<file path="src/shared/ssl_pkg.sv">
// Shared constants and types for the synthesizer serial load and control block
package ssl_pkg;

  // APB register map, byte addresses
  localparam int          APB_ADDR_W      = 8;
  localparam int          APB_DATA_W      = 32;
  localparam logic [7:0]  OFS_CTRL        = 8'h00;
  localparam logic [7:0]  OFS_STATUS      = 8'h04;
  localparam logic [7:0]  OFS_INT_STATUS  = 8'h08;
  localparam logic [7:0]  OFS_INT_ENABLE  = 8'h0c;
  localparam logic [7:0]  OFS_INT_CLEAR   = 8'h10;
  localparam logic [7:0]  OFS_REF_LATCH   = 8'h14;
  localparam logic [7:0]  OFS_FEED_LATCH  = 8'h18;

  // Control register fields
  localparam int          CTRL_PRESC_BIT  = 0;
  localparam int          CTRL_MON_BIT    = 1;
  localparam int          CTRL_W          = 2;
  localparam logic [1:0]  CTRL_RESET      = 2'h0;

  // Status register fields
  localparam int          ST_LOCK_BIT     = 0;
  localparam int          ST_WAIT_BIT     = 1;
  localparam int          ST_SLEEP_BIT    = 2;
  localparam int          ST_UP_BIT       = 3;
  localparam int          ST_DOWN_BIT     = 4;
  localparam int          ST_SWITCH_BIT   = 5;
  localparam int          ST_W            = 6;

  // Interrupt events
  localparam int          EV_LOCK_GAIN    = 0;
  localparam int          EV_LOCK_LOSS    = 1;
  localparam int          EV_LOAD_DONE    = 2;
  localparam int          EV_SLEEP        = 3;
  localparam int          EV_W            = 4;
  localparam logic [3:0]  EV_RESET        = 4'h0;

  // Serial word layout: {payload, control bit}
  localparam int          REF_W           = 14;
  localparam int          SWALLOW_W       = 7;
  localparam int          MAIN_W          = 11;
  localparam int          PAYLOAD_W       = SWALLOW_W + MAIN_W;
  localparam int          WORD_W          = PAYLOAD_W + 1;
  localparam logic        CTRL_BIT_REF    = 1'b0;
  localparam logic        CTRL_BIT_FEED   = 1'b1;

  // Prescaler moduli P (the divider runs P or P+1)
  localparam int          PRESC_W         = 8;
  localparam logic [7:0]  PRESC_LO_STD    = 8'h40;
  localparam logic [7:0]  PRESC_HI_STD    = 8'h80;
  localparam logic [7:0]  PRESC_LO_TOP    = 8'h20;
  localparam logic [7:0]  PRESC_HI_TOP    = 8'h40;

  // Lock detection
  localparam int          LOCK_CNT_W      = 3;
  localparam logic [2:0]  LOCK_WINDOW     = 3'h2;
  localparam logic [2:0]  LOCK_COUNT      = 3'h4;

  // Pin synchroniser lanes in the top module
  localparam int          PIN_OSC         = 0;
  localparam int          PIN_FIN         = 1;
  localparam int          PIN_POL         = 2;
  localparam int          PIN_SLEEP_N     = 3;
  localparam int          PIN_W           = 4;
  localparam logic [3:0]  PIN_RESET       = 4'hc;

  typedef enum logic [1:0] {PWR_RUN, PWR_WAIT_IDLE, PWR_SLEEP} ssl_power_type;

endpackage

</file>
<file path="src/rtl/ssl_synth_ctrl.sv">
// Synthesizer serial load and control top: dividers, pump outputs, power control, APB
//
// Chosen here: the register offsets and the APB interface to the registers.
`timescale 1ns/1ps
module ssl_synth_ctrl
  import ssl_pkg::*;
#(
  parameter bit TOP_VARIANT = 1'b0
) (
  input  wire logic                  clk,
  input  wire logic                  rst,
  input  wire logic                  ce,
  input  wire logic                  psel,
  input  wire logic                  penable,
  input  wire logic                  pwrite,
  input  wire logic [APB_ADDR_W-1:0] paddr,
  input  wire logic [APB_DATA_W-1:0] pwdata,
  input  wire logic [3:0]            pstrb,
  output logic [APB_DATA_W-1:0]      prdata,
  output logic                       pready,
  output logic                       pslverr,
  output logic                       irq,
  input  wire logic                  serClk,
  input  wire logic                  serData,
  input  wire logic                  loadStrobe,
  input  wire logic                  phasePolaritySelect,
  input  wire logic                  sleepRequestN,
  input  wire logic                  oscIn,
  input  wire logic                  finIn,
  output logic                       pumpOut,
  output logic                       pumpOutOeN,
  output logic                       loopSwitchOut,
  output logic                       loopSwitchOutOeN,
  output logic                       lockIndicator,
  output logic                       compMonitor,
  output logic                       extPumpPOut,
  output logic                       extPumpPOeN,
  output logic                       extPumpR
);

  function automatic logic regHit(input logic [APB_ADDR_W-1:0] addr, input logic [7:0] ofs);
    regHit = (addr == ofs);
  endfunction

  function automatic logic regMapped(input logic [APB_ADDR_W-1:0] addr);
    regMapped = regHit(addr, OFS_CTRL) | regHit(addr, OFS_STATUS) | regHit(addr, OFS_INT_STATUS) |
                regHit(addr, OFS_INT_ENABLE) | regHit(addr, OFS_INT_CLEAR) |
                regHit(addr, OFS_REF_LATCH) | regHit(addr, OFS_FEED_LATCH);
  endfunction

  // Pin synchronisers and edge detection
  logic [PIN_W-1:0] pinA_reg, pinB_reg, pinPrev_reg;
  logic             oscRise, finRise, polarityNormal, sleepReqN;

  always_ff @(posedge clk or posedge rst) begin
    if (rst) begin
      pinA_reg    <= PIN_RESET;
      pinB_reg    <= PIN_RESET;
      pinPrev_reg <= PIN_RESET;
    end else if (ce) begin
      pinA_reg    <= {sleepRequestN, phasePolaritySelect, finIn, oscIn};
      pinB_reg    <= pinA_reg;
      pinPrev_reg <= pinB_reg;
    end
  end

  assign oscRise        = pinB_reg[PIN_OSC] & ~pinPrev_reg[PIN_OSC];
  assign finRise        = pinB_reg[PIN_FIN] & ~pinPrev_reg[PIN_FIN];
  assign polarityNormal = pinB_reg[PIN_POL];
  assign sleepReqN      = pinB_reg[PIN_SLEEP_N];

  // Serial receiver
  logic [WORD_W-1:0] loadWord;
  logic              loadPulse, loadLevel;

  ssl_serial_shift #(
    .WIDTH      (WORD_W)
  ) u_shift (
    .clk        (clk),
    .rst        (rst),
    .ce         (ce),
    .serClk     (serClk),
    .serData    (serData),
    .loadStrobe (loadStrobe),
    .loadWord   (loadWord),
    .loadPulse  (loadPulse),
    .loadLevel  (loadLevel)
  );

  // Latches, control register, power state
  logic [REF_W-1:0]     refLatch_reg, refLatch_next;
  logic [PAYLOAD_W-1:0] feedLatch_reg, feedLatch_next;
  logic [CTRL_W-1:0]    ctrl_reg, ctrl_next;
  ssl_power_type        pwr_reg, pwr_next;
  logic                 running, pumpUp, pumpDown, locked, pumpIdle;

  assign pumpIdle = ~pumpUp & ~pumpDown;
  assign running  = (pwr_reg != PWR_SLEEP);

  always_comb begin
    refLatch_next  = refLatch_reg;
    feedLatch_next = feedLatch_reg;
    if (loadPulse) begin
      // Last bit shifted in is the control bit
      if (loadWord[0] == CTRL_BIT_REF) begin
        refLatch_next = loadWord[REF_W:1];
      end else begin
        feedLatch_next = loadWord[WORD_W-1:1];
      end
    end
    pwr_next = pwr_reg;
    case (pwr_reg)
      PWR_RUN: begin
        if (!sleepReqN) begin
          pwr_next = PWR_WAIT_IDLE;
        end
      end
      PWR_WAIT_IDLE: begin
        if (sleepReqN) begin
          pwr_next = PWR_RUN;
        end else if (pumpIdle) begin
          pwr_next = PWR_SLEEP;
        end
      end
      PWR_SLEEP: begin
        if (sleepReqN) begin
          pwr_next = PWR_RUN;
        end
      end
      default: pwr_next = PWR_RUN;
    endcase
  end

  // Reference divider and dual-modulus feedback divider
  logic [REF_W-1:0]     refCnt_reg, refCnt_next;
  logic [PRESC_W-1:0]   presCnt_reg, presCnt_next;
  logic [SWALLOW_W-1:0] swCnt_reg, swCnt_next;
  logic [MAIN_W-1:0]    mainCnt_reg, mainCnt_next;
  logic                 refPulse, fbPulse, refPhase_reg, fbPhase_reg;
  logic [PRESC_W-1:0]   presModulus, presTop;
  logic [REF_W-1:0]     refDiv;
  logic [SWALLOW_W-1:0] swallowLoad;
  logic [MAIN_W-1:0]    mainLoad;

  always_comb begin
    if (TOP_VARIANT) begin
      presModulus = ctrl_reg[CTRL_PRESC_BIT] ? PRESC_HI_TOP : PRESC_LO_TOP;
    end else begin
      presModulus = ctrl_reg[CTRL_PRESC_BIT] ? PRESC_HI_STD : PRESC_LO_STD;
    end
    swallowLoad = feedLatch_reg[SWALLOW_W-1:0];
    // A zero divide value would stall the loop; treat it as one
    mainLoad    = (feedLatch_reg[PAYLOAD_W-1:SWALLOW_W] == '0) ? MAIN_W'(1) : feedLatch_reg[PAYLOAD_W-1:SWALLOW_W];
    refDiv      = (refLatch_reg == '0) ? REF_W'(1) : refLatch_reg;
    // Modulus P+1 while swallowing, P otherwise; counter runs 0..top
    presTop     = (swCnt_reg != '0) ? presModulus : presModulus - 1'b1;
    refCnt_next  = refCnt_reg;
    presCnt_next = presCnt_reg;
    swCnt_next   = swCnt_reg;
    mainCnt_next = mainCnt_reg;
    refPulse     = 1'b0;
    fbPulse      = 1'b0;
    if (!running) begin
      refCnt_next  = '0;
      presCnt_next = '0;
      swCnt_next   = swallowLoad;
      mainCnt_next = mainLoad;
    end else begin
      if (oscRise) begin
        if (refCnt_reg >= refDiv - 1'b1) begin
          refCnt_next = '0;
          refPulse    = 1'b1;
        end else begin
          refCnt_next = refCnt_reg + 1'b1;
        end
      end
      if (finRise) begin
        if (presCnt_reg >= presTop) begin
          presCnt_next = '0;
          if (swCnt_reg != '0) begin
            swCnt_next = swCnt_reg - 1'b1;
          end
          if (mainCnt_reg <= MAIN_W'(1)) begin
            fbPulse      = 1'b1;
            swCnt_next   = swallowLoad;
            mainCnt_next = mainLoad;
          end else begin
            mainCnt_next = mainCnt_reg - 1'b1;
          end
        end else begin
          presCnt_next = presCnt_reg + 1'b1;
        end
      end
    end
  end

  ssl_phase_det u_pd (
    .clk            (clk),
    .rst            (rst),
    .ce             (ce),
    .enable         (running & (pwr_next != PWR_SLEEP)),
    .refPulse       (refPulse),
    .fbPulse        (fbPulse),
    .polarityNormal (polarityNormal),
    .pumpUp         (pumpUp),
    .pumpDown       (pumpDown),
    .locked         (locked)
  );

  // APB slave: zero wait states, read data captured in the setup cycle
  logic [APB_DATA_W-1:0] rdata_reg, rdata_next;
  logic [EV_W-1:0]       intStatus_reg, intStatus_next;
  logic [EV_W-1:0]       intEnable_reg, intEnable_next;
  logic [EV_W-1:0]       events, intClear;
  logic [ST_W-1:0]       status;
  logic                  lockPrev_reg, sleepPrev_reg, wrAccess;

  assign wrAccess = psel & penable & pwrite & pstrb[0];

  always_comb begin
    status                = '0;
    status[ST_LOCK_BIT]   = locked;
    status[ST_WAIT_BIT]   = (pwr_reg == PWR_WAIT_IDLE);
    status[ST_SLEEP_BIT]  = ~running;
    status[ST_UP_BIT]     = pumpUp;
    status[ST_DOWN_BIT]   = pumpDown;
    status[ST_SWITCH_BIT] = loadLevel;
    events                = '0;
    events[EV_LOCK_GAIN]  = locked & ~lockPrev_reg;
    events[EV_LOCK_LOSS]  = ~locked & lockPrev_reg;
    events[EV_LOAD_DONE]  = loadPulse;
    events[EV_SLEEP]      = ~running & ~sleepPrev_reg;
    intClear              = (wrAccess && regHit(paddr, OFS_INT_CLEAR)) ? pwdata[EV_W-1:0] : '0;
    // New events win over a clear in the same cycle
    intStatus_next        = (intStatus_reg & ~intClear) | events;
    intEnable_next        = (wrAccess && regHit(paddr, OFS_INT_ENABLE)) ? pwdata[EV_W-1:0] : intEnable_reg;
    ctrl_next             = (wrAccess && regHit(paddr, OFS_CTRL)) ? pwdata[CTRL_W-1:0] : ctrl_reg;
    rdata_next            = rdata_reg;
    if (psel && !penable) begin
      rdata_next = '0;
      if (regHit(paddr, OFS_CTRL))       rdata_next[CTRL_W-1:0]    = ctrl_reg;
      if (regHit(paddr, OFS_STATUS))     rdata_next[ST_W-1:0]      = status;
      if (regHit(paddr, OFS_INT_STATUS)) rdata_next[EV_W-1:0]      = intStatus_reg;
      if (regHit(paddr, OFS_INT_ENABLE)) rdata_next[EV_W-1:0]      = intEnable_reg;
      if (regHit(paddr, OFS_REF_LATCH))  rdata_next[REF_W-1:0]     = refLatch_reg;
      if (regHit(paddr, OFS_FEED_LATCH)) rdata_next[PAYLOAD_W-1:0] = feedLatch_reg;
    end
  end

  always_ff @(posedge clk or posedge rst) begin
    if (rst) begin
      refLatch_reg  <= '0;
      feedLatch_reg <= '0;
      ctrl_reg      <= CTRL_RESET;
      pwr_reg       <= PWR_RUN;
      refCnt_reg    <= '0;
      presCnt_reg   <= '0;
      swCnt_reg     <= '0;
      mainCnt_reg   <= '0;
      refPhase_reg  <= 1'b0;
      fbPhase_reg   <= 1'b0;
      rdata_reg     <= '0;
      intStatus_reg <= EV_RESET;
      intEnable_reg <= EV_RESET;
      lockPrev_reg  <= 1'b0;
      sleepPrev_reg <= 1'b0;
    end else if (ce) begin
      refLatch_reg  <= refLatch_next;
      feedLatch_reg <= feedLatch_next;
      ctrl_reg      <= ctrl_next;
      pwr_reg       <= pwr_next;
      refCnt_reg    <= refCnt_next;
      presCnt_reg   <= presCnt_next;
      swCnt_reg     <= swCnt_next;
      mainCnt_reg   <= mainCnt_next;
      refPhase_reg  <= refPhase_reg ^ refPulse;
      fbPhase_reg   <= fbPhase_reg ^ fbPulse;
      rdata_reg     <= rdata_next;
      intStatus_reg <= intStatus_next;
      intEnable_reg <= intEnable_next;
      lockPrev_reg  <= locked;
      sleepPrev_reg <= ~running;
    end
  end

  assign prdata  = rdata_reg;
  assign pready  = 1'b1;
  assign pslverr = psel & penable & ~regMapped(paddr);
  assign irq     = |(intStatus_reg & intEnable_reg);

  // Pin outputs; enables are active low
  assign pumpOut          = pumpUp;
  assign pumpOutOeN       = pumpIdle;
  assign loopSwitchOut    = pumpUp;
  assign loopSwitchOutOeN = ~(loadLevel & ~pumpIdle);
  // Low during each correction pulse, so lock shows as high with narrow dips
  assign lockIndicator    = locked & pumpIdle;
  assign compMonitor      = ctrl_reg[CTRL_MON_BIT] ? fbPhase_reg : refPhase_reg;
  assign extPumpPOut      = 1'b0;
  assign extPumpPOeN      = ~pumpDown;
  assign extPumpR         = pumpUp;

endmodule

</file>
<file path="src/rtl/ssl_serial_shift.sv">
// Three-wire serial receiver: synchroniser, shift register and load capture
`timescale 1ns/1ps
module ssl_serial_shift
  import ssl_pkg::*;
#(
  parameter int WIDTH = WORD_W
) (
  input  wire logic             clk,
  input  wire logic             rst,
  input  wire logic             ce,
  input  wire logic             serClk,
  input  wire logic             serData,
  input  wire logic             loadStrobe,
  output logic [WIDTH-1:0]      loadWord,
  output logic                  loadPulse,
  output logic                  loadLevel
);

  // Lane 0 clock, 1 data, 2 strobe; strobe idles high (pull-up)
  localparam logic [2:0] SYNC_RESET = 3'h4;

  logic [2:0]       syncA_reg, syncB_reg, prev_reg;
  logic [WIDTH-1:0] shift_reg, shift_next;
  logic [WIDTH-1:0] word_reg, word_next;
  logic             pulse_reg, pulse_next;
  logic             clkRise, strobeRise;

  assign clkRise    = syncB_reg[0] & ~prev_reg[0];
  assign strobeRise = syncB_reg[2] & ~prev_reg[2];

  always_comb begin
    shift_next = shift_reg;
    word_next  = word_reg;
    pulse_next = 1'b0;
    if (clkRise) begin
      shift_next = {shift_reg[WIDTH-2:0], syncB_reg[1]};
    end
    // Host keeps the serial clock low around strobe edges, so no shift races the capture
    if (strobeRise) begin
      word_next  = shift_reg;
      pulse_next = 1'b1;
    end
  end

  always_ff @(posedge clk or posedge rst) begin
    if (rst) begin
      syncA_reg <= SYNC_RESET;
      syncB_reg <= SYNC_RESET;
      prev_reg  <= SYNC_RESET;
      shift_reg <= '0;
      word_reg  <= '0;
      pulse_reg <= 1'b0;
    end else if (ce) begin
      syncA_reg <= {loadStrobe, serData, serClk};
      syncB_reg <= syncA_reg;
      prev_reg  <= syncB_reg;
      shift_reg <= shift_next;
      word_reg  <= word_next;
      pulse_reg <= pulse_next;
    end
  end

  assign loadWord  = word_reg;
  assign loadPulse = pulse_reg;
  assign loadLevel = prev_reg[2];

endmodule

</file>
<file path="src/rtl/ssl_phase_det.sv">
// Phase-frequency comparator with polarity select and lock detection
`timescale 1ns/1ps
module ssl_phase_det
  import ssl_pkg::*;
(
  input  wire logic clk,
  input  wire logic rst,
  input  wire logic ce,
  input  wire logic enable,
  input  wire logic refPulse,
  input  wire logic fbPulse,
  input  wire logic polarityNormal,
  output logic      pumpUp,
  output logic      pumpDown,
  output logic      locked
);

  logic                  upRaw_reg, upRaw_next;
  logic                  dnRaw_reg, dnRaw_next;
  logic                  up_reg, up_next;
  logic                  dn_reg, dn_next;
  logic [LOCK_CNT_W-1:0] gap_reg, gap_next;
  logic [LOCK_CNT_W-1:0] good_reg, good_next;
  logic                  lock_reg, lock_next;
  logic                  setUp, setDn;

  always_comb begin
    upRaw_next = upRaw_reg;
    dnRaw_next = dnRaw_reg;
    gap_next   = gap_reg;
    good_next  = good_reg;
    setUp      = upRaw_reg | refPulse;
    setDn      = dnRaw_reg | fbPulse;
    if (!enable) begin
      upRaw_next = 1'b0;
      dnRaw_next = 1'b0;
      gap_next   = '0;
      good_next  = '0;
    end else if (setUp && setDn) begin
      // Both edges seen: pump returns to high impedance
      upRaw_next = 1'b0;
      dnRaw_next = 1'b0;
      gap_next   = '0;
      if (gap_reg <= LOCK_WINDOW) begin
        good_next = (good_reg == LOCK_COUNT) ? good_reg : good_reg + 1'b1;
      end else begin
        good_next = '0;
      end
    end else begin
      upRaw_next = setUp;
      dnRaw_next = setDn;
      if (setUp || setDn) begin
        // Saturate so a long phase error cannot wrap back into the window
        gap_next = (gap_reg > LOCK_WINDOW) ? gap_reg : gap_reg + 1'b1;
      end
    end
    up_next   = polarityNormal ? upRaw_next : dnRaw_next;
    dn_next   = polarityNormal ? dnRaw_next : upRaw_next;
    lock_next = (good_next == LOCK_COUNT);
  end

  always_ff @(posedge clk or posedge rst) begin
    if (rst) begin
      upRaw_reg <= 1'b0;
      dnRaw_reg <= 1'b0;
      up_reg    <= 1'b0;
      dn_reg    <= 1'b0;
      gap_reg   <= '0;
      good_reg  <= '0;
      lock_reg  <= 1'b0;
    end else if (ce) begin
      upRaw_reg <= upRaw_next;
      dnRaw_reg <= dnRaw_next;
      up_reg    <= up_next;
      dn_reg    <= dn_next;
      gap_reg   <= gap_next;
      good_reg  <= good_next;
      lock_reg  <= lock_next;
    end
  end

  assign pumpUp   = up_reg;
  assign pumpDown = dn_reg;
  assign locked   = lock_reg;

endmodule

</file>
<file path="config.mk">
export PLATFORM = sky130hd
export DESIGN_NAME = ssl_synth_ctrl
export DESIGN_NICKNAME = d
export VERILOG_FILES = /design/src/shared/ssl_pkg.sv /design/src/rtl/ssl_synth_ctrl.sv /design/src/rtl/ssl_serial_shift.sv /design/src/rtl/ssl_phase_det.sv
export SDC_FILE = /design/constraint.sdc
export NUM_CORES = 1
export LEC_CHECK = 0
export ABC_CLOCK_PERIOD_IN_PS = 5600
export BUFFER_PORTS_ARGS = -buffer_cell sky130_fd_sc_hd__clkbuf_2
export CAP_MARGIN = 30
export CORE_MARGIN = 4
export CORE_UTILIZATION = 50
export CTS_CLUSTER_DIAMETER = 150
export DETAILED_ROUTE_END_ITERATION = 10
export PLACE_DENSITY = 0.8
export SLEW_MARGIN = 20
export SYNTH_ARGS = -nofsm -noshare
export SYNTH_HDL_FRONTEND = slang
export SYNTH_SLANG_ARGS = --single-unit
</file>
<file path="constraint.sdc">
create_clock -name clk -period 5.6 [get_ports clk]
set_input_delay 0.28 -clock clk [delete_from_list [all_inputs] [get_ports clk]]
set_output_delay 0.28 -clock clk [all_outputs]
set_load 0.02 [all_outputs]
</file>
**Word-level counts from Yosys, hierarchy flattened**

Cells that the tools add are included.
Widths: inputs -> output; s select.

- Output and inout bits: 44
- Register bits: 175
- Logic and storage cells: 184

- $lt $le $gt $ge: 5
- Reductions and logical operators: 25
- Mux-type cells: 54
- Add/subtract/negate cells: 8
- Eq/ne operators: 18
- Bitwise logic cells: 43

Operators by type and width:

| operator | number |
|---|---|
| $mux 14 | 5 |
| $mux 11 | 5 |
| $mux 8 | 5 |
| $mux 7 | 5 |
| $eq 8x5->1 const B | 3 |
| $mux 3 | 8 |
| $mux 18 | 1 |
| $eq 8x4->1 const B | 2 |
| $and 1x1->1 | 15 |
| $mux 1 | 15 |
| $add 14x1->14 const B | 1 |
| $ge 14x14->1 | 1 |
| $logic_not 14->1 | 1 |
| $not 1->1 | 14 |
| $reduce_and 2->1 | 7 |
| $sub 14x1->14 const B | 1 |
| $mux 4 | 3 |
| $reduce_and 3->1 | 4 |
| $le 11x1->1 const B | 1 |
| $logic_not 11->1 | 1 |
| $sub 11x1->11 const B | 1 |
| $mux 2 | 5 |
| $add 8x1->8 const B | 1 |
| $and 4x4->4 | 2 |
| other kinds (28) | 46 |

**Longest topological paths before layout**

Gate-level depths: netlist of run 1.

- Depth in word-level cells: 12
- Depth in mapped cells: 17
- Mapped depth without buffers: 16

**Cells and area by module**

A second synthesis of run 1 with hierarchy kept.

- Cell total of the unflattened synthesis: 837
- Area, all modules: 9064.9 sq um

By module, submodules not included:

| module | times used | sequential area each (sq um) | cells each | area each (sq um) |
|---|---|---|---|---|
| ssl_synth_ctrl | 1 | 2907.8 | 662 | 6459.9 |
| ssl_serial_shift | 1 | 1179.9 | 103 | 1911.8 |
| ssl_phase_det | 1 | 275.3 | 72 | 693.2 |

**Worst setup path before layout of run 1**

OpenSTA, ideal clock, no wires.

- Path type: reg-to-reg
- From: reg refLatch_reg[8]
- To: reg u_pd.lock_reg (netlist: u_pd.locked)
- Library setup time: 0.122 ns
- Cell stages (with the launch flop): 17
- Required time: 5.478 ns
- Setup slack: 1.642 ns
- Arrival: 3.836 ns
- Path buffers: 0
- Path through: dfrtp_1 or4_1 or3_4 nor3b_4 a31oi_1 ha_1 nand3_1 nor3_1 xnor2_1 ha_1 nand4_1 nor2_1 a211oi_1 o221ai_1 and2_1 mux2_1 a32o_1

- Word-level cells in the longest chain between the ends: 12

RTL lines:

| element | line | RTL |
|---|---|---|
| start, declared | ssl_synth_ctrl.sv:91 | `logic [REF_W-1:0] refLatch_reg, refLatch_next;` |
| start signal, assigned | ssl_synth_ctrl.sv:268 | `refLatch_reg <= refLatch_next;` |
| $logic_not 14->1 | ssl_synth_ctrl.sv:154 | `refDiv = (refLatch_reg == '0) ? REF_W'(1) : refLatch_reg;` |
| $mux 14 (*) | ssl_synth_ctrl.sv:154 |  |
| $sub 14x1->14 (*) | ssl_synth_ctrl.sv:170 | `if (refCnt_reg >= refDiv - 1'b1) begin` |
| $ge 14x14->1 (*) | ssl_synth_ctrl.sv:170 |  |
| $mux 1 (*) | ssl_synth_ctrl.sv:170 |  |
| $mux 1 (*) | ssl_synth_ctrl.sv:169 | `if (oscRise) begin` |
| $mux 1 (*) | ssl_synth_ctrl.sv:163 | `if (!running) begin` |
| $or 1x1->1 (*) | ssl_phase_det.sv:32 | `setUp = upRaw_reg \| refPulse;` |
| $logic_and 1x1->1 (*) | ssl_phase_det.sv:39 | `end else if (setUp && setDn) begin` |
| $mux 3 (*) | ssl_phase_det.sv:39 |  |
| $mux 3 (*) | ssl_phase_det.sv:34 | `if (!enable) begin` |
| $eq 3x3->1 (*) | ssl_phase_det.sv:59 | `lock_next = (good_next == LOCK_COUNT);` |
| end signal, assigned | ssl_phase_det.sv:78 | `lock_reg <= lock_next;` |
| end, declared | ssl_phase_det.sv:24 | `logic lock_reg, lock_next;` |

Every way passes the cells marked *; elsewhere a longest branch is shown, timed or not.
A chain may end at the register's enable or synchronous reset.

**Final worst setup path of run 1**

Same ends and word-level chain as after synthesis.

==> summary.md, run 1 <==
| Metric | Value |
|---|---|
| Status | `finished clean` |
| Initial antenna violation count | `0` |
| Slew Viols, Final | `0` |
| Final cell count without fillers | `1097` |
| Via count | `around 6.2k` |
| RSZ-0062 raised after global routing | `no` |
| # DRC | `0` |
| Initial DRC count | `~400` |
| FF-to-FF path depth | `17` |
| R2R Path Start | `refLatch_reg[8]` |
| Worst Hold End | `u_shift.syncA_reg[2]` |
| Share of power burned in registers | `between 40% and 50%` |
| Post-cts repair resize count | `0` |
| Setup TNS | `0 ns` |
| GRT Resource Usage Total | `approximately a fifth` |
| Post-Route WL | `between 15000 and 20000 um` |
| YS warnings | `0` |
| VDD IR max | `about 240 uV` |
| Reg clk slew, reported paths | `approximately 0.07 ns` |
| Layout net count | `949` |
| P per Cell Area | `426 nW/um^2` |
| Synth Register Bits | `about 170` |
| Post-synth top area share | `47.9%` |
| Core box area | `about 17000 sq um` |
| Initial Util | `between 50% and 60%` |
| Placed cell areas | `9160 sq um` |
| Dpl ws | `between 0.9 and 1 ns` |
| Worst-Margin Slew | `around 0.9 ns` |
| Initial DRT Pass Iterations | `5` |
| Clock Root Buffer | `clkbuf_16` |
| GR Overflow Total | `0` |
| Pwr Total | `4.16 mW` |
| Synth async-reset ratio | `100%` |
| Critical Path AT | `between 5 and 6 ns` |
| Setup WS post-layout | `roughly 0.84 ns` |
| Hold_ws | `about 0.076 ns` |
| Remaining antenna violation count | `0` |
| Main synth FF type | `dfrtp_1` |
| Sw Share | `between 30% and 40%` |
| Pint | `~2.7 mW` |
| Max Cap Viol | `0` |
| Clock power frac | `between 20% and 30%` |
| Yosys cell types | `68` |
| Area grow syn2layout | `12.0%` |
| Hold Path Cell Cnt | `2` |
| Die height | `between 100 and 150 um` |
| WL/cell | `17.0 um` |
| Synth Area per Inst | `about 11 sq um` |
| H-tree levels | `4` |
| DP HPWL | `~13000 um` |
| HP Class | `in2reg` |
| Synth top area cells | `dfrtp_1 48%, mux2_2 9.9%, ha_1 4.7%, nand2_1 2.7%, a21oi_1 2.6%` |
| Critical path type | `reg2reg` |
| Die width | `roughly 140 um` |
| Comb power frac | `slightly above 30%` |
| Clock tree buffer depth | `2` |
| Worst slew margin | `39.0%` |
| N_diodes | `0` |
| Io pins | `roughly 100` |
| Gpl congestion | `0.825` |
| Worst R2R End | `u_pd.locked` |
| Placed Cells | `1061` |
| Max Clock Skew | `0.00927 ns` |
| Layout cells sized above 1 | `roughly 22%` |
| Largest net degree at the start of global routing | `80` |
| Post-synth EDFFs | `0` |
| Vias in the first global route | `around 6.2k` |
| Sw Pwr | `about 1.5 mW` |
| R2r setup slk | `0.84 ns` |
| Post-synth top area cell | `dfrtp_1` |
| Critical Path Sink Type | `flip-flop` |
| Hold_sp | `loadStrobe` |
| Post-route cell area | `approximately 10000 sq um` |
| Synth Instances | `approximately 800` |
| Final Util | `approximately 57%` |
| Setup-failing EPs final | `0` |
| Vias per inst | `about 5.7` |
| Input/output buffers | `between 50 and 60` |
| Final hold viol count | `0` |
| CTS Sinks | `between 150 and 200` |
| Post-synthesis sequential area ratio | `50.0%` |
| Latest clock arrival within the worst-skew pair | `between 0.4 and 0.5 ns` |
| CTS tree | `yes` |
| Worst Setup SP | `refLatch_reg[8]` |
| Max Fclk | `approximately 0.21 GHz` |
| Site Rows | `48` |
| Leakage power | `approximately 4.6 nW` |
| Final period util | `a little under nine tenths` |
| Die footprint | `between 15000 and 20000 sq um` |
| Worst Setup Start Kind | `flip-flop` |
| Crit path required time | `about 6 ns` |
| Worst-path maximum fanout | `11` |
| Global-route wire length before repair | `between 30000 and 40000 um` |
| Synth Cell Area | `just under 9000 sq um` |
| Post-route minimum period | `4.76 ns` |
| CTS Buf Count | `17` |
-- per-layer routing --
| metal | wire (um) | GRT usage (%) |
|---|---|---|
| met5 | 0 | 0 |
| met4 | 495 | 7.80 |
| met3 | 677 | 3.65 |
| met2 | 9210 | 32.4 |
| met1 | 8230 | 25.8 |
-- cell usage after synthesis (2+ instances only) --
master	number
nand3_1	21
nor4_1	7
a211oi_1	4
buf_2	2
a22o_1	4
nand2b_1	6
o21a_1	2
o21ai_0	18
a22oi_1	11
dfrtp_1	167
a32oi_1	2
o31ai_1	2
nor2_1	53
nand4_1	11
mux2i_1	6
a21oi_1	45
buf_4	19
and3_1	4
a221o_1	2
nand2_1	63
clkbuf_1	25
xnor2_1	16
inv_1	36
buf_1	3
nor2b_1	4
xor2_1	14
conb_1	2
nor3b_1	4
and2_1	6
a32o_1	5
or3_1	7
mux2_2	77
o211ai_1	3
nor3_1	19
a221oi_1	3
o21ai_1	29
ha_1	33
a31oi_1	5
mux2_1	19
dfstp_2	7
nand3b_1	5
a21o_1	4
o22ai_1	9
-- cell usage in the layout (no fill, tap or decap), drive strengths merged, types with 4 or more instances in the layout --
cell type / Yosys / routed
a211oi: 4 / 4
a21o: 4 / 4
a21oi: 46 / 46
a22o: 4 / 4
a22oi: 11 / 11
a31oi: 5 / 5
a32o: 5 / 5
and2: 6 / 6
and3: 4 / 4
buf: 24 / 12
clkbuf: 25 / 72
clkinv: 0 / 4
clkinvlp: 0 / 4
conb: 2 / 16
dfrtp: 167 / 167
dfstp: 7 / 7
ha: 33 / 33
inv: 37 / 42
mux2: 96 / 96
mux2i: 6 / 6
nand2: 64 / 64
nand2b: 6 / 6
nand3: 21 / 21
nand3b: 5 / 5
nand4: 12 / 12
nor2: 53 / 53
nor2b: 4 / 4
nor3: 20 / 20
nor3b: 5 / 5
nor4: 8 / 8
o21ai: 47 / 47
o22ai: 9 / 9
or3: 8 / 8
xnor2: 16 / 16
xor2: 14 / 14
-- cell type report --
type / count / area [sq um]
fillers: 1463 / 7400
flip-flops and latches: 174 / 4360
multi-input cells: 563 / 4020
clock buffers: 19 / 443
repair buffers: 66 / 420
well taps: 225 / 282
inverters: 37 / 144
clock inverters: 13 / 105
-- worst max path at each step --
stage / endpoint / slack [ns] / cells past startpoint
6_report: u_pd.locked / 0.84 / 17
5_1_grt: u_pd.locked / 0.67 / 17
4_1_cts: u_pd.locked / 0.90 / 17
3_5_place_dp: u_pd.locked / 0.99 / 17
3_3_place_gp: u_pd.locked / 1.05 / 17
2_1_floorplan: ctrl_reg[0] / 0.61 / 1
-- power by group through the flow --
stage | logic, mW | registers [mW] | clock network [mW]
after CTS | 1.28 | 1.77 | 1.11
after global placement | 1.20 | 1.77 | 0
after detailed placement | 1.26 | 1.78 | 0
final | 1.30 | 1.77 | 1.09
after floorplan | 1.03 | 1.71 | 0
after global routing | 1.46 | 1.81 | 1.17
-- critical path, cell delays in order, from the launching register on --
cell and delay, ns:
dfrtp_1 0.44, or4_1 0.59, or3_4 0.37, nor3b_4 0.25, a31oi_1 0.15, ha_1 0.24, nand3_1 0.13, nor3_1 0.08
xnor2_1 0.14, ha_1 0.32, nand4_1 0.17, nor2_1 0.24, a211oi_1 0.13, o221ai_1 0.32, buf_4 0.25, and2_1 0.22
mux2_1 0.36, a32o_1 0.25
-- logic make-up (layout without fill, tap and decap cells) --
| group | count (synthesis) | in the layout | synth area share [%] |
|---|---|---|---|
| fa+ha+maj | 34 | 34 | 4.85 |
| buf+inv | 86 | 135 | 4.55 |
| other cells | 2 | 16 | 0.0861 |
| flops | 174 | 174 | 50.0 |
| simple gates | 219 | 219 | 12.5 |
| xor+xnor | 30 | 30 | 3.01 |
| compound gates | 162 | 162 | 12.0 |
| mux | 102 | 102 | 13.1 |
-- what timing repair did --
item                                   CTS  global route
endpoints found under the hold margin    7             0
setup endpoints to repair                0             0
setup buffers                            0             0
hold buffers                             1             0
Power figures use the tool's default switching activity.
==> run 2: changes to the inputs <==
- ABC_AREA: unset -> 1
==> summary.md, run 2 <==
| Metric | Value |
|---|---|
| Status | `finished clean` |
| YS warnings | `0 (unchanged)` |
| Main synth FF type | `dfrtp_1` |
| Post-Route WL | `18700 um (+0.69%)` |
| Worst-path maximum fanout | `23 (+12)` |
| Setup-failing EPs final | `0 (unchanged)` |
| CP top delay family | `simple AND/OR/NAND/NOR gates` |
| CP dominant cell by count | `inv_1` |
| Largest net degree at the start of global routing | `63 (-21%)` |
| Global-route wire length before repair | `31900 um (+2.6%)` |
| Reg clk slew, reported paths | `0.06 ns (about the same)` |
| Final period util | `62.9% (-22 points)` |
| Count leader, synth | `nand2_1` |
| Worst Hold End | `pinA_reg[3]` |
| Cell Chain, Critical Path | `inv_1 > ha_1 > nand2_1 > nor3_1 > inv_1 > nor2_1 > inv_1 > ha_1 > inv_1 > ha_1 > nand2_1 > nor2_1 > nand2_1 > nand3_1 > nand2_4 > inv_2 > o21ai_2 > a211oi_1 > a21oi_1` |
| Pwr Total | `4.48 mW (+7.6%)` |
| Buf+Inv Stages, Crit Path | `5 (+4)` |
| Critical Path AT | `3.81 ns (-1.28 ns)` |
| Via count | `7190 (+16%)` |
| Crit path required time | `5.88 ns (-0.05 ns)` |
| Setup TNS | `0 ns (unchanged)` |
| Die height | `142 um (+1.5%)` |
| Layout net count | `1241 (+31%)` |
| Site Rows | `48 (unchanged)` |
| Io pins | `101 (unchanged)` |
| Dpl ws | `2.09 ns (+1.10 ns)` |
| WL/cell | `13.5 um (-20%)` |
| Input/output buffers | `53 (unchanged)` |
| Post-synth top area share | `46.4% (-1.5 points)` |
| Vias in the first global route | `6807 (+9.0%)` |
| Initial DRC count | `449 (+12%)` |
| Simple-gate share of the synthesized area | `22.1% (+9.6 points)` |
| DP HPWL | `13300 um (+0.32%)` |
| Multiplexer share of the synthesized area | `0.361% (-13 points)` |
| Most frequent cells in the layout | `274 x nand2_1, 167 x dfrtp_1, 136 x o21ai_0, 135 x inv_1, 90 x nor2_1` |
| Clock Root Buffer | `clkbuf_16` |
| Remaining antenna violation count | `0 (unchanged)` |
| P per Cell Area | `451 nW/um^2 (+5.8%)` |
| Yosys cell types | `49 (-28%)` |
| Worst R2R End | `swCnt_reg[0]` |
| Critical path type | `reg2reg` |
| Synth async-reset ratio | `100% (unchanged)` |
| H-tree levels | `4 (unchanged)` |
| Hold Path Cell Cnt | `3 (+1)` |
| CTS tree | `yes` |
| Synth Instances | `1106 (+37%)` |
| Synth top area cells | `dfrtp_1 46%, nand2_1 11%, o21ai_0 7.6%, inv_1 5.7%, ha_1 4.6%` |
| Worst slew margin | `44.4% (+5.4 points)` |
| Setup bufs post-CTS | `0 (unchanged)` |
| Synth Area in XOR/XNOR | `2.63% (-0.38 points)` |
| CTS Sinks | `174 (unchanged)` |
| Synth Register Bits | `174 (unchanged)` |
| Main combinational cell family by area after synthesis | `simple AND/OR/NAND/NOR gates` |
| Final hold viol count | `0 (unchanged)` |
| CTS Buf Count | `17 (unchanged)` |
| Worst-Margin Slew | `0.832 ns (-0.0799 ns)` |
| Compound-Gate Fraction of Synth Area | `12.6% (+0.59 points)` |
| Area grow syn2layout | `10.4%` |
| Worst Setup Start Kind | `flip-flop` |
| Initial antenna violation count | `0 (unchanged)` |
| Hold_sp | `sleepRequestN` |
| Post-route minimum period | `3.52 ns (-1.24 ns)` |
| Max Clock Skew | `0.0114 ns (+0.00216 ns)` |
| Post-route cell area | `9940 sq um (+1.7%)` |
| Synth Cell Area | `9000 sq um (+3.2%)` |
| Die footprint | `20200 sq um (+3.0%)` |
| Setup WS post-layout | `2.08 ns (+1.24 ns)` |
| Leakage power | `4.78 nW (+4.0%)` |
| Clock tree buffer depth | `2 (unchanged)` |
| GR Overflow Total | `0 (unchanged)` |
| VDD IR max | `332 uV (+36%)` |
| RSZ-0062 raised after global routing | `no` |
| Post-synthesis sequential area ratio | `48.5% (-1.5 points)` |
| Post-synth top area cell | `dfrtp_1` |
| Placed cell areas | `9400 sq um (+2.6%)` |
| # DRC | `0 (unchanged)` |
| Core box area | `17500 sq um (+1.7%)` |
| R2r setup slk | `2.08 ns (+1.24 ns)` |
| Gpl congestion | `0.866 (+4.9%)` |
| GRT Resource Usage Total | `19.3% (-0.34 points)` |
| Crit-path max cell delay | `0.38 ns (-0.21 ns)` |
| Max Cap Viol | `0 (unchanged)` |
| Fraction of the mapped netlist area in adder cells | `4.59% (-0.26 points)` |
| Initial Util | `51.5% (+0.71 points)` |
| Slew Viols, Final | `0 (unchanged)` |
| R2R Path Start | `swCnt_reg[0]` |
| Crit path max-delay cell type | `dfrtp_1` |
| Die width | `142 um (+1.5%)` |
| HP Class | `in2reg` |
| Latest clock arrival within the worst-skew pair | `0.43 ns (about the same)` |
| FF-to-FF path depth | `19 (+2)` |
| Synth top cells by count | `274 x nand2_1, 167 x dfrtp_1, 136 x inv_1, 136 x o21ai_0, 90 x nor2_1` |
| Critical Path Sink Type | `flip-flop` |
| Initial DRT Pass Iterations | `5 (unchanged)` |
| Layout cells sized above 1 | `11.5% (-11 points)` |
| Synth Area per Inst | `8.14 sq um (-25%)` |
| Post-synth EDFFs | `0 (unchanged)` |
| Hold_ws | `0.0337 ns (-0.0422 ns)` |
| Vias per inst | `5.18 (-8.7%)` |
| Commonest non-fill, non-tap cell in the layout | `nand2_1` |
| Max Fclk | `0.284 GHz (+35%)` |
| N_diodes | `0 (unchanged)` |
## run 2: worst reg2reg max path, delay by kind of cell, from the launching register on
kind,cells,cell delay [ns]
fa+ha+maj,3,0.76
flops,1,0.38
simple gates,8,0.99
buf+inv,5,0.71
compound gates,3,0.55
## run 2: cell families (layout without fill, tap and decap cells)
logic type	after synthesis	after routing
AND/OR/NAND/NOR	467	467
XOR/XNOR	27	27
adder cells (fa/ha/maj)	33	33
other	2	16
flip-flops	174	174
multiplexers	3	3
buffers and inverters	192	235
AO/OA/AOI/OAI	208	208
## run 2: layout make-up
class,count,area [sq um]
inverters,142,546
fillers,1539,7540
repair buffers,62,359
clock inverters,9,63.8
clock buffers,22,464
flip-flops and latches,174,4360
multi-input cells,754,3860
well taps,225,282
## run 2: layer usage
metal	part of all wire, %	up-vias	wire length, um	GRT usage [%]
met2	48	150	8980	31.5
met3	5.1	30	955	4.20
met1	45	3396	8510	25.9
met4	1.5	0	286	6.11
li1	-	3614	-	-
met5	0	-	0	0
## run 2: worst max-delay path by stage
stage,startpoint,endpoint,slack (ns),depth (start not counted)
2_1_floorplan,rst,ctrl_reg[0],0.61,1
3_3_place_gp,swCnt_reg[0],swCnt_reg[0],2.18,19
3_5_place_dp,swCnt_reg[0],swCnt_reg[0],2.09,19
4_1_cts,refLatch_reg[4],u_pd.gap_reg[1],2.06,25
5_1_grt,swCnt_reg[0],swCnt_reg[0],1.65,19
6_report,swCnt_reg[0],swCnt_reg[0],2.08,19
## run 2: repair_timing
item | CTS | global route
hold buffers | 1 | 0
endpoints found under the hold margin | 58 | 0
resized for setup | 0 | 0
## run 2: per-stage QoR
stage | instances | util (%)
2_1_floorplan | 1120 | -
3_3_place_gp | 1354 | 53.6
3_5_place_dp | 1356 | 53.8
4_1_cts | 1388 | 56.9
5_1_grt | 1388 | 56.9
6_report | 1388 | 56.9
## run 2: report_power, final
group          switching, mW  internal, mW  total, mW
Sequential             0.196          1.50       1.70
Combinational           1.09         0.623       1.71
Clock                  0.483         0.589       1.07
==> run 3: changes to the inputs <==
- ABC_AREA: 1 -> 0
- ABC_CLOCK_PERIOD_IN_PS: 5600 -> 3000
- PLACE_DENSITY: 0.8 -> 0.83
- clock period: 5.6 -> 3 ns (I/O delays scaled with it)
==> summary.md, run 3 (synthesis gave the netlist of run 1 again) <==
| Metric | Value |
|---|---|
| Global-route wire length before repair | `35400 um (+11%)` |
| Setup WS post-layout | `-1.02 ns (-3.10 ns)` |
| Remaining antenna violation count | `0 (unchanged)` |
| Post-route minimum period | `4.02 ns (+0.497 ns)` |
| Area grow syn2layout | `28.4%` |
| Crit path max-delay cell type | `or4_4` |
| Filler cells | `1169 (-24%)` |
| RSZ-0062 raised after global routing | `yes` |
| Worst-Margin Slew | `0.918 ns (+0.0859 ns)` |
| Commonest non-fill, non-tap cell in the layout | `dfrtp_1` |
| Critical path type | `reg2reg` |
| Vias in the first global route | `7077 (+4.0%)` |
| Largest net degree at the start of global routing | `117 (+86%)` |
| Post-route cell area | `11200 sq um (+13%)` |
| Crit-path max cell delay | `0.52 ns (+0.14 ns)` |
| Final hold viol count | `0 (unchanged)` |
| Initial Util | `50.8% (-0.71 points)` |
| Setup-failing EPs final | `51 (+51)` |
| Layout cells sized above 1 | `37.2% (+26 points)` |
| Sw Pwr | `3.44 mW (+94%)` |
| Site Rows | `48 (unchanged)` |
| Clock power frac | `23.5% (-0.4 points)` |
| HP Class | `in2reg` |
| Final period util | `134% (+71 points)` |
| Max Cap Viol | `0 (unchanged)` |
| CTS Buf Count | `17 (unchanged)` |
| Final Util | `65.2% (+8.4 points)` |
| Hold_sp | `pwdata[1]` |
| Cell Chain, Critical Path | `or4_4 > or3_4 > nor3b_4 > buf_4 > nor3_2 > nand2_2 > nor3_1 > xnor2_1 > ha_1 > a21oi_1 > o21ai_1 > a211oi_2 > o221ai_2 > buf_6 > maj3_2 > o21a_1 > o22ai_1` |
| Pint | `5.86 mW (+120%)` |
| Vias per inst | `5.97 (+15%)` |
| Clock tree buffer depth | `2 (unchanged)` |
| Worst Setup SP | `refLatch_reg[9]` |
| Sw Share | `36.9% (-2.5 points)` |
| Reg clk slew, reported paths | `0.06 ns (about the same)` |
| GRT Resource Usage Total | `22.2% (+2.9 points)` |
| Comb power frac | `40.6% (+2.4 points)` |
| CTS Sinks | `174 (unchanged)` |
| Critical Path AT | `4.37 ns (+0.56 ns)` |
| Die height | `140 um (-1.5%)` |
| DP HPWL | `13400 um (+0.96%)` |
| Max Fclk | `0.249 GHz (-12%)` |
| Placed cell areas | `9520 sq um (+1.3%)` |
| Input/output buffers | `53 (unchanged)` |
| Leakage power | `5.16 nW (+8.1%)` |
| Initial antenna violation count | `0 (unchanged)` |
| Crit path required time | `3.34 ns (-2.54 ns)` |
| # DRC | `0 (unchanged)` |
| Share of power burned in registers | `35.9% (-1.9 points)` |
| Gpl congestion | `0.904 (+4.5%)` |
| Worst Setup Start Kind | `flip-flop` |
| Initial DRT Pass Iterations | `8 (+3)` |
| Die width | `140 um (-1.5%)` |
| Io pins | `101 (unchanged)` |
| Initial DRC count | `684 (+52%)` |
| P per Cell Area | `830 nW/um^2 (+84%)` |
| Max Clock Skew | `0.00985 ns (-0.00158 ns)` |
| Most frequent cells in the layout | `167 x dfrtp_1, 77 x mux2_2, 68 x buf_4, 61 x nand2_1, 53 x clkbuf_2` |
| WL/cell | `19.5 um (+45%)` |
| CTS tree | `yes` |
| GR Overflow Total | `0 (unchanged)` |
| Worst slew margin | `38.6% (-5.7 points)` |
| Status | `finished with violations` |
| Failing checks | `setup timing` |
| Latest clock arrival within the worst-skew pair | `0.43 ns (about the same)` |
| Die footprint | `19600 sq um (-2.9%)` |
| R2R Path Start | `refLatch_reg[9]` |
| Slew Viols, Final | `0 (unchanged)` |
| VDD IR max | `507 uV (+53%)` |
| Clock Root Buffer | `clkbuf_16` |
| Layout net count | `1045 (-16%)` |
| N_diodes | `0 (unchanged)` |
| Core box area | `17200 sq um (-1.7%)` |
| Post-Route WL | `23300 um (+24%)` |
| Via count | `7122 (-0.95%)` |
| Critical Path Sink Type | `flip-flop` |
| H-tree levels | `4 (unchanged)` |
| Worst-path maximum fanout | `6 (-74%)` |
| Dpl ws | `-1.02 ns (-3.11 ns)` |
==> run 3: cell type report <==
cell class,instances,area [sq um],share of cell area [%]
well taps,225,282,2.51
multi-input cells,563,4530,40.4
flip-flops and latches,174,4360,38.9
clock buffers,20,447,3.99
inverters,37,143,1.27
repair buffers,162,1310,11.7
clock inverters,12,135,1.21
==> run 3: through the flow <==
step / hold WS, ns / cells / TNS [ns] / power, mW
4_1_cts: 0.00554 / 1179 / -19.24 / 8.70
5_1_grt: 0.0184 / 1193 / -32.98 / 9.74
3_3_place_gp: 0.371 / 1103 / -17.76 / 5.90
6_report: 0.0153 / 1193 / -25.62 / 9.30
2_1_floorplan: 0.285 / 823 / -13.58 / 5.17
3_5_place_dp: 0.366 / 1103 / -20.58 / 6.03
==> run 3: metal layers <==
metal | vias up | share of wire, % | global-route usage [%]
met5 | - | 0 | 0
met4 | 0 | 3.7 | 10.0
met3 | 74 | 6.4 | 4.34
met2 | 341 | 51 | 37.9
met1 | 3550 | 39 | 27.4
li1 | 3157 | - | -
==> run 3: power by group through the flow <==
| stage | combinational, mW | clock, mW | sequential [mW] |
|---|---|---|---|
| 4_1_cts | 3.23 | 2.20 | 3.28 |
| 3_3_place_gp | 2.63 | 0 | 3.27 |
| 3_5_place_dp | 2.73 | 0 | 3.30 |
| 2_1_floorplan | 1.98 | 0 | 3.19 |
| 5_1_grt | 4.05 | 2.31 | 3.38 |
| 6_report | 3.78 | 2.19 | 3.34 |
==> run 3: final timing paths <==
| kind | to | slack (ns) | cells after the start |
|---|---|---|---|
| setup / recovery | u_pd.gap_reg[1] | -1.02 | 17 |
| hold / removal | intEnable_reg[1] | 0.02 | 2 |
| setup reg to reg | u_pd.gap_reg[1] | -1.02 | 17 |
| hold reg to reg | prdata[15] | 0.49 | 2 |
| max in group asynchronous | prdata[16] | 1.94 | 4 |
| min in group asynchronous | presCnt_reg[7] | 0.39 | 4 |
==> run 3: timing repair <==
action	4_1_cts	5_1_grt
endpoints found under the hold margin	121	0
hold buffers	11	0
resized for setup	71	59
gates cloned	2	1
pin swaps	28	22
endpoints found under the setup margin	44	46
setup buffers	39	16
==> run 3: critical path: cells and delay by family (launching register included) <==
family	cells	cell delay [ns]
buffers and inverters	2	0.33
AND/OR/NAND/NOR	6	1.36
flip-flops	1	0.40
XOR/XNOR	1	0.20
adder cells (fa/ha/maj)	2	0.59
AO/OA/AOI/OAI	6	1.05
